**src/hw/conv_cfg_map.vh**
```
// Register offsets, field positions, reset values and counts of the slice
`ifndef CONV_CFG_MAP_VH
`define CONV_CFG_MAP_VH

// Register offsets (15-bit serial port address)
`define OFS_NUM_BYTE3 15'h012D
`define OFS_NUM_BYTE4 15'h012E
`define OFS_NUM_BYTE5 15'h012F
`define OFS_CHK_CTRL 15'h014B
`define OFS_REAL_ERR 15'h014C
`define OFS_IMAG_ERR 15'h014D
`define OFS_SHUFFLE 15'h0151
`define OFS_DECODE 15'h0152
`define OFS_STRENGTH 15'h01DF
`define OFS_RX_GLOBAL 15'h0200
`define OFS_LANE_MASK 15'h0201

// Checker control and status field positions
`define BIT_IMAG_OK 7
`define BIT_REAL_OK 6
`define BIT_IMAG_INV 4
`define BIT_REAL_INV 3
`define BIT_POLY 2
`define BIT_CNT_CLEAR 1
`define BIT_CHK_EN 0

// Reset values
`define RST_NUM_BYTE 8'h00
`define RST_REAL_INV 1'b0
`define RST_IMAG_INV 1'b1
`define RST_POLY 1'b0
`define RST_CNT_CLEAR 1'b0
`define RST_CHK_EN 1'b0
`define RST_ERR_CNT 8'h00
`define RST_SHUFFLE 1'b0
`define RST_DECODE 2'h0
`define RST_STRENGTH 4'hF
`define RST_SLEW 2'h3
`define RST_DRIVE 2'h3
`define RST_RX_GLOBAL 1'b1
`define RST_LANE_MASK 8'h00

// Decode code that is reserved and refused
`define DECODE_RESERVED 2'h3

// Consecutive matches before a channel reports a good sequence
`define GOOD_RUN 4'hF

// Largest error count; a counter holds here instead of wrapping
`define ERR_CNT_MAX 8'hFF

// Serial frame layout: 16 instruction bits, then 8-bit data bytes
`define LAST_INSTR_BIT 5'h0F
`define FIRST_DATA_BIT 5'h10
`define LAST_DATA_BIT 5'h17

`endif

```
**src/hw/conv_cfg_regs.v**
```verilog
// Converter configuration slice: serial port, registers, sequence checker
//
// How it works
// - Upper three numerator bytes at 0x12D..0x12F, one value for all words.
// - Numerator pairs with the one shared modulus held from 0x124.
// - Bit 7 reads 1 while imaginary checker sees the right sequence.
// - Bit 6 reads 1 while real checker sees the right sequence.
// - Inversion bits: real bit 3 resets 0, imaginary resets 1.
// - Bit 2 picks x^7+x^6+1 when 0, x^15+x^14+1 when 1.
// - Bit 1 set clears and holds both error counters.
// - Bit 0 enables the checker, reset value 0.
// - Real error count readable at 0x14C, resets to zero.
// - Imaginary error count kept apart, readable, resets to zero.
// - Shuffle control at 0x151 enables MSB shuffling, reset 0.
// - Decode field at 0x152: NRZ, mixing, return-to-zero; 11 reserved.
// - 0x1DF four-bit field: slew low two bits, drive upper two.
// - 0x200 bit 0, reset 1, powers down whole receiver front end.
// - 0x201 bit n powers down receiver lane n, reset 0.
`include "conv_cfg_map.vh"

module conv_cfg_regs (
   input wire CLK,
   input wire RESET_N,
   input wire CS_N,
   input wire SCLK,
   input wire SDI,
   output reg SDO,
   output reg SDO_EN_N,
   input wire SAMPLE_VALID,
   input wire REAL_SAMPLE_BIT,
   input wire IMAG_SAMPLE_BIT,
   output reg [23:0] FRACTION_NUMERATOR_HI,
   output reg MSB_SHUFFLE_EN,
   output reg [1:0] DECODE_MODE_SEL,
   output reg [1:0] PORT_SLEW,
   output reg [1:0] PORT_DRIVE,
   output reg RECEIVER_GLOBAL_OFF,
   output reg [7:0] LANE_OFF_MASK
);

   // One-hot frame phases
   localparam [2:0] PH_IDLE = 3'h1;
   localparam [2:0] PH_INSTR = 3'h2;
   localparam [2:0] PH_DATA = 3'h4;

   // Serial port state
   reg [2:0] phase_q;
   reg sclk_q;
   reg [4:0] bit_cnt_q;
   reg [15:0] shift_q;
   reg is_read_q;
   reg [14:0] addr_q;
   reg [6:0] tx_q;

   // Register contents
   reg [7:0] num_byte3_q;
   reg [7:0] num_byte4_q;
   reg [7:0] num_byte5_q;
   reg real_inv_q;
   reg imag_inv_q;
   reg poly_q;
   reg cnt_clear_q;
   reg chk_en_q;
   reg shuffle_q;
   reg [1:0] decode_q;
   reg [3:0] strength_q;
   reg rx_global_q;
   reg [7:0] lane_mask_q;

   // Checker results per channel, index 0 real, 1 imaginary
   wire [1:0] seq_ok;
   wire [15:0] err_cnt;
   wire [1:0] ch_bit;
   wire [1:0] ch_inv;

   wire sclk_rise;
   wire sclk_fall;
   wire byte_done;
   wire sdo_step;
   wire [7:0] wr_byte;
   reg [7:0] rd_mux;

   assign sclk_rise = ~CS_N & SCLK & ~sclk_q;
   assign sclk_fall = ~CS_N & ~SCLK & sclk_q;
   assign byte_done = sclk_rise & (bit_cnt_q == `LAST_DATA_BIT);
   assign sdo_step = sclk_fall & is_read_q & (phase_q == PH_DATA);
   assign wr_byte = {shift_q[6:0], SDI};
   assign ch_bit = {IMAG_SAMPLE_BIT, REAL_SAMPLE_BIT};
   assign ch_inv = {imag_inv_q, real_inv_q};

   // Edge memory of the sampled serial clock
   always @(posedge CLK or negedge RESET_N) begin
      if (!RESET_N) begin
         sclk_q <= 1'b0;
      end else begin
         sclk_q <= SCLK;
      end
   end

   // Frame sequencing: instruction, then bytes with address increment
   always @(posedge CLK or negedge RESET_N) begin
      if (!RESET_N) begin
         bit_cnt_q <= 5'h00;
         shift_q <= 16'h0000;
         is_read_q <= 1'b0;
         addr_q <= 15'h0000;
      end else if (CS_N) begin
         bit_cnt_q <= 5'h00;
      end else if (sclk_rise) begin
         shift_q <= {shift_q[14:0], SDI};
         if (bit_cnt_q == `LAST_INSTR_BIT) begin
            is_read_q <= shift_q[14];
            addr_q <= {shift_q[13:0], SDI};
            bit_cnt_q <= `FIRST_DATA_BIT;
         end else if (bit_cnt_q == `LAST_DATA_BIT) begin
            addr_q <= addr_q + 15'h0001;
            bit_cnt_q <= `FIRST_DATA_BIT;
         end else begin
            bit_cnt_q <= bit_cnt_q + 5'h01;
         end
      end
   end

   // Frame phase: idle, instruction bits, then data bytes until deselect
   always @(posedge CLK or negedge RESET_N) begin
      if (!RESET_N) begin
         phase_q <= PH_IDLE;
      end else if (CS_N) begin
         phase_q <= PH_IDLE;
      end else begin
         case (phase_q)
            PH_IDLE: phase_q <= PH_INSTR;
            PH_INSTR: begin
               if (sclk_rise && bit_cnt_q == `LAST_INSTR_BIT) begin
                  phase_q <= PH_DATA;
               end
            end
            PH_DATA: phase_q <= PH_DATA;
            default: phase_q <= PH_IDLE;
         endcase
      end
   end

   // Read data selected by address; unmapped and reserved bits read zero
   always @* begin
      rd_mux = 8'h00;
      case (addr_q)
         `OFS_NUM_BYTE3: rd_mux = num_byte3_q;
         `OFS_NUM_BYTE4: rd_mux = num_byte4_q;
         `OFS_NUM_BYTE5: rd_mux = num_byte5_q;
         `OFS_CHK_CTRL: begin
            rd_mux[`BIT_IMAG_OK] = seq_ok[1];
            rd_mux[`BIT_REAL_OK] = seq_ok[0];
            rd_mux[`BIT_IMAG_INV] = imag_inv_q;
            rd_mux[`BIT_REAL_INV] = real_inv_q;
            rd_mux[`BIT_POLY] = poly_q;
            rd_mux[`BIT_CNT_CLEAR] = cnt_clear_q;
            rd_mux[`BIT_CHK_EN] = chk_en_q;
         end
         `OFS_REAL_ERR: rd_mux = err_cnt[7:0];
         `OFS_IMAG_ERR: rd_mux = err_cnt[15:8];
         `OFS_SHUFFLE: rd_mux = {7'h00, shuffle_q};
         `OFS_DECODE: rd_mux = {6'h00, decode_q};
         `OFS_STRENGTH: rd_mux = {4'h0, strength_q};
         `OFS_RX_GLOBAL: rd_mux = {7'h00, rx_global_q};
         `OFS_LANE_MASK: rd_mux = lane_mask_q;
         default: rd_mux = 8'h00;
      endcase
   end

   // Read data shifts out MSB first on falling serial clock edges
   always @(posedge CLK or negedge RESET_N) begin
      if (!RESET_N) begin
         SDO <= 1'h0;
         tx_q <= 7'h00;
      end else if (sdo_step) begin
         if (bit_cnt_q == `FIRST_DATA_BIT) begin
            SDO <= rd_mux[7];
            tx_q <= rd_mux[6:0];
         end else begin
            SDO <= tx_q[6];
            tx_q <= {tx_q[5:0], 1'h0};
         end
      end
   end

   // Pin driven from the first read data bit until the frame ends
   always @(posedge CLK or negedge RESET_N) begin
      if (!RESET_N) begin
         SDO_EN_N <= 1'h1;
      end else if (CS_N) begin
         SDO_EN_N <= 1'h1;
      end else if (sdo_step) begin
         SDO_EN_N <= 1'h0;
      end
   end

   // Register writes at the end of each written byte
   always @(posedge CLK or negedge RESET_N) begin
      if (!RESET_N) begin
         num_byte3_q <= `RST_NUM_BYTE;
         num_byte4_q <= `RST_NUM_BYTE;
         num_byte5_q <= `RST_NUM_BYTE;
         real_inv_q <= `RST_REAL_INV;
         imag_inv_q <= `RST_IMAG_INV;
         poly_q <= `RST_POLY;
         cnt_clear_q <= `RST_CNT_CLEAR;
         chk_en_q <= `RST_CHK_EN;
         shuffle_q <= `RST_SHUFFLE;
         decode_q <= `RST_DECODE;
         strength_q <= `RST_STRENGTH;
         rx_global_q <= `RST_RX_GLOBAL;
         lane_mask_q <= `RST_LANE_MASK;
      end else if (byte_done && !is_read_q) begin
         case (addr_q)
            `OFS_NUM_BYTE3: num_byte3_q <= wr_byte;
            `OFS_NUM_BYTE4: num_byte4_q <= wr_byte;
            `OFS_NUM_BYTE5: num_byte5_q <= wr_byte;
            `OFS_CHK_CTRL: begin
               // Status bits 7, 6 and reserved bit 5 are not written
               imag_inv_q <= wr_byte[`BIT_IMAG_INV];
               real_inv_q <= wr_byte[`BIT_REAL_INV];
               poly_q <= wr_byte[`BIT_POLY];
               cnt_clear_q <= wr_byte[`BIT_CNT_CLEAR];
               chk_en_q <= wr_byte[`BIT_CHK_EN];
            end
            `OFS_SHUFFLE: shuffle_q <= wr_byte[0];
            `OFS_DECODE: begin
               // The reserved code is refused and the old mode kept
               if (wr_byte[1:0] != `DECODE_RESERVED) begin
                  decode_q <= wr_byte[1:0];
               end
            end
            `OFS_STRENGTH: strength_q <= wr_byte[3:0];
            `OFS_RX_GLOBAL: rx_global_q <= wr_byte[0];
            `OFS_LANE_MASK: lane_mask_q <= wr_byte;
            default: begin
               // Read-only and unmapped addresses ignore writes
            end
         endcase
      end
   end

   // Sequence checker, one instance per channel
   genvar ch;
   generate
      for (ch = 0; ch < 2; ch = ch + 1) begin : chk
         reg [14:0] hist_q;
         reg [3:0] run_q;
         reg ok_q;
         reg [7:0] cnt_q;
         wire rx;
         wire pred;
         wire mism;

         // Undo expected inversion, then predict from history
         assign rx = ch_bit[ch] ^ ch_inv[ch];
         assign pred = poly_q ? (hist_q[14] ^ hist_q[13]) :
                       (hist_q[6] ^ hist_q[5]);
         assign mism = chk_en_q & SAMPLE_VALID & (rx != pred);

         // Self-seeding history and run of consecutive matches
         always @(posedge CLK or negedge RESET_N) begin
            if (!RESET_N) begin
               hist_q <= 15'h0000;
               run_q <= 4'h0;
               ok_q <= 1'b0;
            end else if (!chk_en_q) begin
               run_q <= 4'h0;
               ok_q <= 1'b0;
            end else if (SAMPLE_VALID) begin
               hist_q <= {hist_q[13:0], rx};
               if (mism) begin
                  run_q <= 4'h0;
                  ok_q <= 1'b0;
               end else if (run_q != `GOOD_RUN) begin
                  run_q <= run_q + 4'h1;
                  ok_q <= (run_q + 4'h1) == `GOOD_RUN;
               end else begin
                  ok_q <= 1'b1;
               end
            end
         end

         // Saturating error count, cleared and held by the clear bit
         always @(posedge CLK or negedge RESET_N) begin
            if (!RESET_N) begin
               cnt_q <= `RST_ERR_CNT;
            end else if (cnt_clear_q) begin
               cnt_q <= `RST_ERR_CNT;
            end else if (mism && cnt_q != `ERR_CNT_MAX) begin
               cnt_q <= cnt_q + 8'h01;
            end
         end

         // Per-channel results gathered for the read mux
         assign seq_ok[ch] = ok_q;
         assign err_cnt[ch * 8 +: 8] = cnt_q;
      end
   endgenerate

   // Numerator bits 47..24, used with the shared modulus elsewhere
   always @(posedge CLK or negedge RESET_N) begin
      if (!RESET_N) begin
         FRACTION_NUMERATOR_HI <= {3{`RST_NUM_BYTE}};
      end else begin
         FRACTION_NUMERATOR_HI <=
            {num_byte5_q, num_byte4_q, num_byte3_q};
      end
   end

   // Converter output mode pins
   always @(posedge CLK or negedge RESET_N) begin
      if (!RESET_N) begin
         MSB_SHUFFLE_EN <= `RST_SHUFFLE;
         DECODE_MODE_SEL <= `RST_DECODE;
      end else begin
         MSB_SHUFFLE_EN <= shuffle_q;
         DECODE_MODE_SEL <= decode_q;
      end
   end

   // Serial port pad slew and drive strength
   always @(posedge CLK or negedge RESET_N) begin
      if (!RESET_N) begin
         PORT_SLEW <= `RST_SLEW;
         PORT_DRIVE <= `RST_DRIVE;
      end else begin
         PORT_SLEW <= strength_q[1:0];
         PORT_DRIVE <= strength_q[3:2];
      end
   end

   // Receiver front end and lane power-down pins
   always @(posedge CLK or negedge RESET_N) begin
      if (!RESET_N) begin
         RECEIVER_GLOBAL_OFF <= `RST_RX_GLOBAL;
         LANE_OFF_MASK <= `RST_LANE_MASK;
      end else begin
         RECEIVER_GLOBAL_OFF <= rx_global_q;
         LANE_OFF_MASK <= lane_mask_q;
      end
   end

endmodule

```
**config.mk**
```make
export PLATFORM = sky130hd
export DESIGN_NAME = conv_cfg_regs
export DESIGN_NICKNAME = d
export VERILOG_FILES = /design/src/hw/conv_cfg_regs.v
export VERILOG_INCLUDE_DIRS = /design/src /design/src/hw
export SDC_FILE = /design/constraint.sdc
export NUM_CORES = 1
export LEC_CHECK = 0
export BUFFER_PORTS_ARGS = -buffer_cell sky130_fd_sc_hd__buf_2
export CORE_AREA = 2 2 160 162
export CTS_BUF_LIST = sky130_fd_sc_hd__clkbuf_8
export DETAILED_ROUTE_END_ITERATION = 8
export DIE_AREA = 0 0 162 164
export HOLD_SLACK_MARGIN = 0.12
export SLEW_MARGIN = 20
export SYNTH_ARGS = -nofsm -noshare
export SYNTH_HDL_FRONTEND = slang
export SYNTH_SLANG_ARGS = --single-unit
```
**constraint.sdc**
```tcl
create_clock -name CLK -period 3.71 [get_ports CLK]
set_input_delay 0.5565 -clock CLK [delete_from_list [all_inputs] [get_ports CLK]]
set_output_delay 0.5565 -clock CLK [all_outputs]
set_load 0.03 [all_outputs]
```
; ---- Word level (Yosys, flattened, before mapping)
; Index checks and enable logic that the tools add are counted.
[word_totals]
latch_bits = 0
out_inout_bits = 42
mem_bits_ro = 0
ram_bits = 0
n_memories = 0
regBits = 190
in_bits = 8
[op_classes]
n_reduce_logical = 25
n_bitwise = 19
muxes = 38
div = 0
order_cmp = 0
eq_ne = 30
n_mul = 0
n_shift = 0
add_sub_neg = 6
[op_table]
columns = operator, count
row1 = $eq 15x9->1 const B, 9
row2 = $pmux 5 s11, 1
row3 = $mux 4, 8
row4 = $mux 8, 4
row5 = $eq 15x10->1 const B, 2
row6 = $mux 15, 2
row7 = $reduce_and 2->1, 12
row8 = $mux 5, 4
row9 = $add 8x1->8 const B, 2
row10 = $ne 8x8->1 const B, 2
row11 = $add 15x1->15 const B, 1
row12 = $pmux 2 s7, 1
row13 = $mux 1, 13
row14 = $and 1x1->1, 10
row15 = $eq 5x5->1 const B, 2
row16 = $reduce_bool 2->1, 5
row17 = $pmux 3 s3, 1
row18 = $reduce_and 3->1, 3
row19 = $add 4x1->4 const B, 2
row20 = $eq 4x4->1 const B, 2
row21 = $ne 4x4->1 const B, 2
row22 = $mux 7, 1
row23 = $mux 3, 2
row24 = $ne 3x1->1 const B, 2
row25 = 13 further kinds, 25

; ---- Logic depth before layout (Yosys ltp)
; Gate-level depths: netlist of the first run.
[depth]
depth_word = 7
mapped_depth = 8
mapped_depth_nobuf = 8

; ---- Worst setup path before layout of the first run
; Ideal clock, no wire load.
[synth_path]
kind = input -> register
start = input CS_N
end = register strength_q[0]
path_buffers = 0
path_slack_ns = 1.496
setup_ns = 0.082
path_stages = 4
t_arrival_ns = 2.132
t_required_ns = 3.628
path_cell_list = or3b_2 > nor3_2 > and4_1 > mux2_2
[synth_between]
elab_chain_len = 6
[synth_rtl]
columns = element, line_no
row1 = from (decl), conv_cfg_regs.v:24  ; input wire CS_N,
row2 = $not 1->1 (no source line), --
row3 = $and 1x1->1 (2 in a row), conv_cfg_regs.v:83  ; assign sclk_rise = ~CS_N & SCLK & ~sclk_q;
row4 = $and 1x1->1, conv_cfg_regs.v:85  ; assign byte_done = sclk_rise & (bit_cnt_q == `LAST_DATA_BIT);
row5 = $logic_and 1x1->1, conv_cfg_regs.v:214  ; end else if (byte_done && !is_read_q) begin
row6 = $reduce_and 2->1 (no source line), --
row7 = to (signal assigned), conv_cfg_regs.v:211  ; strength_q <= `RST_STRENGTH;
row8 = to (signal assigned), conv_cfg_regs.v:234  ; `OFS_STRENGTH: strength_q <= wr_byte[3:0];
row9 = to (decl), conv_cfg_regs.v:66  ; reg [3:0] strength_q;
; Every way passes these cells.
; A chain may end at the register's enable or synchronous reset.

; ---- Worst setup path in the final report of the first run
[layout_path]
start = register addr_q[9]
end = register num_byte5_q[7]
[layout_between]
elab_chain_len = 2
[layout_rtl]
columns = element, line_no
row1 = from (decl), conv_cfg_regs.v:52  ; reg [14:0] addr_q;
row2 = from (signal assigned), conv_cfg_regs.v:113  ; addr_q <= {shift_q[13:0], SDI};
row3 = from (signal assigned), conv_cfg_regs.v:116  ; addr_q <= addr_q + 15'h0001;
row4 = $eq 15x9->1, conv_cfg_regs.v:215  ; case (addr_q)
row5 = $reduce_and 2->1 (no source line), --
row6 = to (signal assigned), conv_cfg_regs.v:203  ; num_byte5_q <= `RST_NUM_BYTE;
row7 = to (signal assigned), conv_cfg_regs.v:218  ; `OFS_NUM_BYTE5: num_byte5_q <= wr_byte;
row8 = to (decl), conv_cfg_regs.v:58  ; reg [7:0] num_byte5_q;
; Every way passes these cells.

==> summary.txt, run 1 <==
Status
  – Outcome: finished clean

Power and ir drop
  – Worst IR Drop VDD: 0.192 mV
  – Int Pwr: 2.93 mW
  – Pwr dens: 402 nW/um^2
  – LEAKAGE: 4.51 nW
  – Clock power frac: 39.2%
  – Flop pwr share: 56.9%
  – Comb power frac: 3.9%
  – Switching pwr: 933 uW
  – Net Sw Frac: 24.1%

Logic synthesis
  – Syn nets: 777
  – Post-synthesis cell area: 8580 sq um
  – Post-synth EDFFs: 0
  – Mapped Cells: 756
  – Async S/R FF share, synth: 100%
  – #FFs+latches synth: 190
  – Distinct cells, synth: 64
  – Sequential fraction of the synthesis area: 55.6%
  – Avg Inst Size Synth: 11.4 sq um
  – Yosys warns: 0
  – Main synth FF type: dfrtp_1

Floorplan
  – Core Region: 24800 sq um
  – # rows: 58
  – Die H: 164 um
  – Initial core utilization: 34.6%
  – Top Ports: 50
  – Die Wd: 162 um
  – Die Footprint: 26600 sq um

Final layout
  – Filler cell count: 2436
  – Commonest non-fill, non-tap cells in the layout: dfrtp_1, nand2_1, mux2_2
  – Most common cell after layout, fill and taps aside: dfrtp_1
  – N_diodes: 0
  – Multi-input gate area: 3580 sq um
  – Sequential Area: 4770 sq um
  – Area Growth Syn to Fin: 12.1%
  – Layout cells sized above 1: 25.0%
  – Nets: 816

Clocking
  – Post-CTS Setup Inserts: 0
  – Clk sinks: 190
  – Root Driver: clkbuf_8
  – Clock Path Buffers: 2
  – # hold bufs at CTS: 0
  – CTS Buf Count: 17
  – TritonCTS clock tree: yes
  – Htree depth: 4
  – Clock latency on the worst-skew pair: 470 ps
  – CTS clk-pin slew, worst paths: 100 ps
  – Resized Gates After CTS: 0

Detailed routing
  – DRC: 0
  – Via density: 5.27
  – Routed WL: 20000 um
  – Avg WL per Cell: 17.6 um
  – Vias: 6001
  – Drt first pass iters: 5
  – Routed Antenna Nets: 0
  – DRT iter0 DRCs: 398

STA
  – Slew margin rel.: 39.6%
  – Max Transition Viols Final: 0
  – Hold Worst Slack: 169 ps
  – Period minus WS final: 2770 ps
  – Unrepaired setup endpoints after global routing: no
  – Final period util: 74.7%
  – Post-Route Setup TNS: 0 ps
  – Final hold violation count: 0
  – Fmax achieved: 361 MHz
  – Setup-failing EPs final: 0
  – Final clock skew: 17.6 ps
  – Slew @ Worst Pin: 898 ps

Placement
  – I/O Buffers: 49
  – Gpl congestion: 0.812
  – Hpwl dp: 13400 um

GRT
  – Overall routing resource usage: 15.6%
  – Initial antenna violation count: 0
  – First-pass GRT wire length: 32200 um
  – Grt total ovfl: 0
  – Vias in the first global route: 5628
  – Largest net degree at the start of global routing: 101

Run
  – Max Cap Viol: 0

Critical path
  – Startpoint Class: register
  – Crit Reg-Reg Startpoint: addr_q[9]
  – Critical Path Start: addr_q[9]
  – CP max FO: 11
  – Worst endpoint required time: 4050 ps
  – Arrival @ worst endpoint: 3120 ps
  – Crit path kind: register to register
  – Reg2reg path depth: 4
  – Crit end category: register

Min path
  – Class of the worst hold path: primary input to asynchronous set/reset pin
[flip-flops by register name, summed over array words and instances, names as in the netlist, 3 cells and up]
signal                 cells
strength_q                 4
num_byte3_q                8
shift_q                   15
chk.cnt_q                 16
chk.run_q                  8
LANE_OFF_MASK              8
addr_q                    15
lane_mask_q                8
bit_cnt_q                  5
chk.hist_q                30
num_byte4_q                8
tx_q                       7
num_byte5_q                8
phase_q                    3
FRACTION_NUMERATOR_HI     24
[power groups by stage]
stage | Clock [mW] | Sequential (mW) | Combinational [mW]
after global routing | 1.65 | 2.21 | 0.174
after floorplan | 0 | 2.18 | 0.102
after detailed placement | 0 | 2.24 | 0.155
after CTS | 1.55 | 2.20 | 0.155
after global placement | 0 | 2.24 | 0.152
final | 1.51 | 2.20 | 0.151
[path summary, 6_finish.rpt]
path | endpoint | slack, ps
max in group asynchronous | SDO_EN_N | 2620
max reg2reg | num_byte5_q[7] | 940
min | chk[0].hist_q[4] | 170
min reg2reg | PORT_DRIVE[0] | 390
max | num_byte5_q[7] | 940
min in group CLK | sclk_q | 240
[routing by layer]
metal	GRT usage, %	share of wire [%]
met5	0	0
met4	5.07	1.8
met3	2.95	4.4
met2	23.4	45
met1	22.8	48
[cells in the mapped netlist (4+ instances only)]
cell / number / area, sq um
a211oi_1: 4 / 30.0
a21oi_1: 27 / 135
a221oi_1: 10 / 87.6
a222oi_1: 4 / 40.0
a22o_1: 4 / 35.0
a22oi_1: 18 / 135
and2_1: 5 / 31.3
and3_1: 13 / 81.3
buf_1: 5 / 18.8
buf_2: 6 / 30.0
clkbuf_1: 26 / 97.6
dfrtp_1: 177 / 4430
dfstp_2: 13 / 342
ha_1: 13 / 163
inv_1: 19 / 71.3
mux2_2: 74 / 833
nand2_1: 77 / 289
nand2_2: 5 / 31.3
nand2b_1: 5 / 31.3
nand3_1: 30 / 150
nand3b_1: 6 / 45.0
nand4_1: 7 / 43.8
nor2_1: 46 / 173
nor3_1: 22 / 110
nor4_1: 6 / 37.5
nor4_4: 7 / 149
o21ai_0: 40 / 200
or3_1: 4 / 25.0
xnor2_1: 18 / 158
xor2_1: 6 / 52.6
[worst max-delay path, cell delays in order (launching register included)]
cell	delay, ps
dfrtp_1	500
or4b_1	830
nor4_4	680
nand2_2	300
mux2_2	340
[kinds of logic (layout without fill, tap and decap cells)]
logic type	after synthesis	after routing	share of synthesized area [%]
buffers and inverters	57	109	2.67
XOR/XNOR	24	24	2.45
adder cells (fa/ha/maj)	13	13	1.90
AO/OA/AOI/OAI	131	131	10.0
multiplexers	77	77	10.1
AND/OR/NAND/NOR	264	264	17.3
flip-flops	190	190	55.6
[metrics by stage]
stage	std cells	worst slack [ps]	instance area (sq um)	power, mW	util [%]
after floorplan	756	1500	8580	2.28	-
after global placement	1106	1030	9170	2.39	37.0
after detailed placement	1106	975	9170	2.39	37.0
after CTS	1138	939	9620	3.91	38.8
after global routing	1138	819	9620	4.03	38.8
final	1138	937	9620	3.86	38.8
[layout make-up]
cell class / instances / share of cell area, %
clock buffer: 19 / 2.72
timing repair buffer: 58 / 3.47
clock inverter: 13 / 1.93
multi-input combinational: 509 / 37.2
sequential: 190 / 49.6
inverter: 19 / 0.742
tap: 330 / 4.29
No activity file was read; power rests on OpenSTA's default activity.
==> run 2, diff against run 1 <==
==> constraint.sdc (replaced) <==
create_clock -name CLK -period 2.4 [get_ports CLK]
set_input_delay 0.36 -clock CLK [delete_from_list [all_inputs] [get_ports CLK]]
set_output_delay 0.36 -clock CLK [all_outputs]
set_load 0.03 [all_outputs]
==> run 2 against run 1 <==
Count of clock-buffer cells in the layout is 2 lower; sequential power is 54% higher; sequential cell count stayed put; die area stayed put; hold slack better by 83 ps; combinational power is 76% higher; via count is 1.2% higher; clock power is 32% higher; highest routed layer unchanged; routed wire length is 0.90% lower; utilization is 1.2 points higher.
==> summary.txt, run 2 (synthesis results as in run 1) <==
Power and ir drop
  – Pwr dens: 570 nW/um^2
  – Worst IR Drop VDD: 0.331 mV
  – LEAKAGE: 4.68 nW

STA
  – Final period util: 97.6%
  – Slew margin rel.: 56.5%
  – Max Transition Viols Final: 0
  – Final clock skew: 23.3 ps
  – Post-Route Setup TNS: 0 ps
  – Period minus WS final: 2340 ps
  – Final hold violation count: 0
  – Fmax achieved: 427 MHz
  – Slew @ Worst Pin: 653 ps
  – Hold Worst Slack: 252 ps
  – Setup-failing EPs final: 0

Critical path
  – R2r endpoint: tx_q[5]
  – Crit Reg-Reg Startpoint: addr_q[1]
  – CP max FO: 6
  – R2r setup slk: 60 ps
  – Crit end category: register
  – Startpoint Class: register
  – Worst endpoint required time: 2790 ps
  – Setup crit end: tx_q[5]
  – Critical Path Start: addr_q[1]
  – Reg2reg path depth: 8
  – Arrival @ worst endpoint: 2740 ps
  – Crit path kind: register to register

Clocking
  – Clk sinks: 190
  – Htree depth: 4
  – Clock Path Buffers: 2
  – TritonCTS clock tree: yes
  – Root Driver: clkbuf_8
  – CTS Buf Count: 17
  – Clock latency on the worst-skew pair: 480 ps
  – CTS clk-pin slew, worst paths: 120 ps

Detailed routing
  – Avg WL per Cell: 16.9 um
  – DRC: 0
  – Vias: 6071
  – DRT iter0 DRCs: 433
  – Routed WL: 19800 um
  – Via density: 5.17
  – Routed Antenna Nets: 0
  – Drt first pass iters: 5

Final layout
  – Layout cells sized above 1: 28.7%
  – Max reg flops: 30
  – Area Growth Syn to Fin: 15.5%
  – N_diodes: 0
  – Most common cell after layout, fill and taps aside: dfrtp_1
  – Top Registers: chk.hist_q x30, FRACTION_NUMERATOR_HI x24, chk.cnt_q x16
  – Commonest non-fill, non-tap cells in the layout: dfrtp_1, nand2_1, mux2_2
  – Most flop-heavy register: chk.hist_q
  – Nets: 852

Floorplan
  – Initial core utilization: 34.6%
  – Top Ports: 50
  – # rows: 58
  – Die Wd: 162 um
  – Die H: 164 um
  – Core Region: 24800 sq um
  – Die Footprint: 26600 sq um

Placement
  – Hpwl dp: 14000 um
  – Gpl congestion: 0.865
  – I/O Buffers: 49

GRT
  – Largest net degree at the start of global routing: 66
  – Vias in the first global route: 5978
  – Initial antenna violation count: 0
  – Overall routing resource usage: 15.8%
  – First-pass GRT wire length: 32900 um
  – Grt total ovfl: 0

Status
  – Outcome: finished clean

Min path
  – Class of the worst hold path: primary input to register

Run
  – Max Cap Viol: 0
## run 2: worst min-delay path by stage
stage / start / endpoint / slack (ps) / cells past startpoint
6_report: SDI / shift_q[0] / 250 / 3
5_1_grt: SDI / shift_q[0] / 240 / 3
4_1_cts: SDI / shift_q[0] / 220 / 3
3_5_place_dp: RESET_N / chk[0].hist_q[4] / 340 / 1
3_3_place_gp: RESET_N / chk[0].hist_q[4] / 340 / 1
2_1_floorplan: RESET_N / DECODE_MODE_SEL[0] / 60 / 0
## run 2: timing repair
action | CTS | global route
buffers inserted | 0 | 2
resized for setup | 0 | 10
endpoints found under the setup margin | 0 | 7
hold endpoints to repair | 42 | 0
hold buffers | 3 | 0
## run 2: metal layers
layer,vias up,part of all wire (%),track usage [%],wire [um]
li1,2893,-,-,-
met1,3054,48,21.7,9530
met2,95,47,25.0,9250
met3,29,3.3,3.43,659
met4,0,1.8,4.83,347
met5,-,0,0,0
## run 2: worst max-delay path: stages (launching register included)
cell and delay, ps:
dfrtp_1 460, inv_2 110, ha_4 150, or3b_2 480, nor4_4 440, buf_4 230, a22oi_1 90, and3_1 190
nor3_2 120
## run 2: where the power goes
| part | internal (mW) | switching, mW |
|---|---|---|
| registers | 3.26 | 0.130 |
| clock network | 0.753 | 1.24 |
| logic | 0.0987 | 0.167 |
| total | 4.11 | 1.54 |
## run 2: through the flow
step	utilization, %	total power [mW]	cell area (sq um)	instances	setup WS, ps
2_1_floorplan	-	3.53	8580	756	236
3_3_place_gp	38.1	3.71	9450	1137	92.5
3_5_place_dp	38.1	3.71	9450	1137	65.6
4_1_cts	39.7	5.72	9850	1172	33.1
5_1_grt	39.9	5.92	9910	1174	-6.27
6_report	39.9	5.65	9910	1174	57.5
## run 2: cell type report
type / count / area [sq um]
clock inverter: 15 / 134
fill: 2447 / 14900
timing repair buffer: 94 / 662
tap: 330 / 413
multi-input combinational: 509 / 3620
clock buffer: 17 / 234
inverter: 19 / 71.3
sequential: 190 / 4770
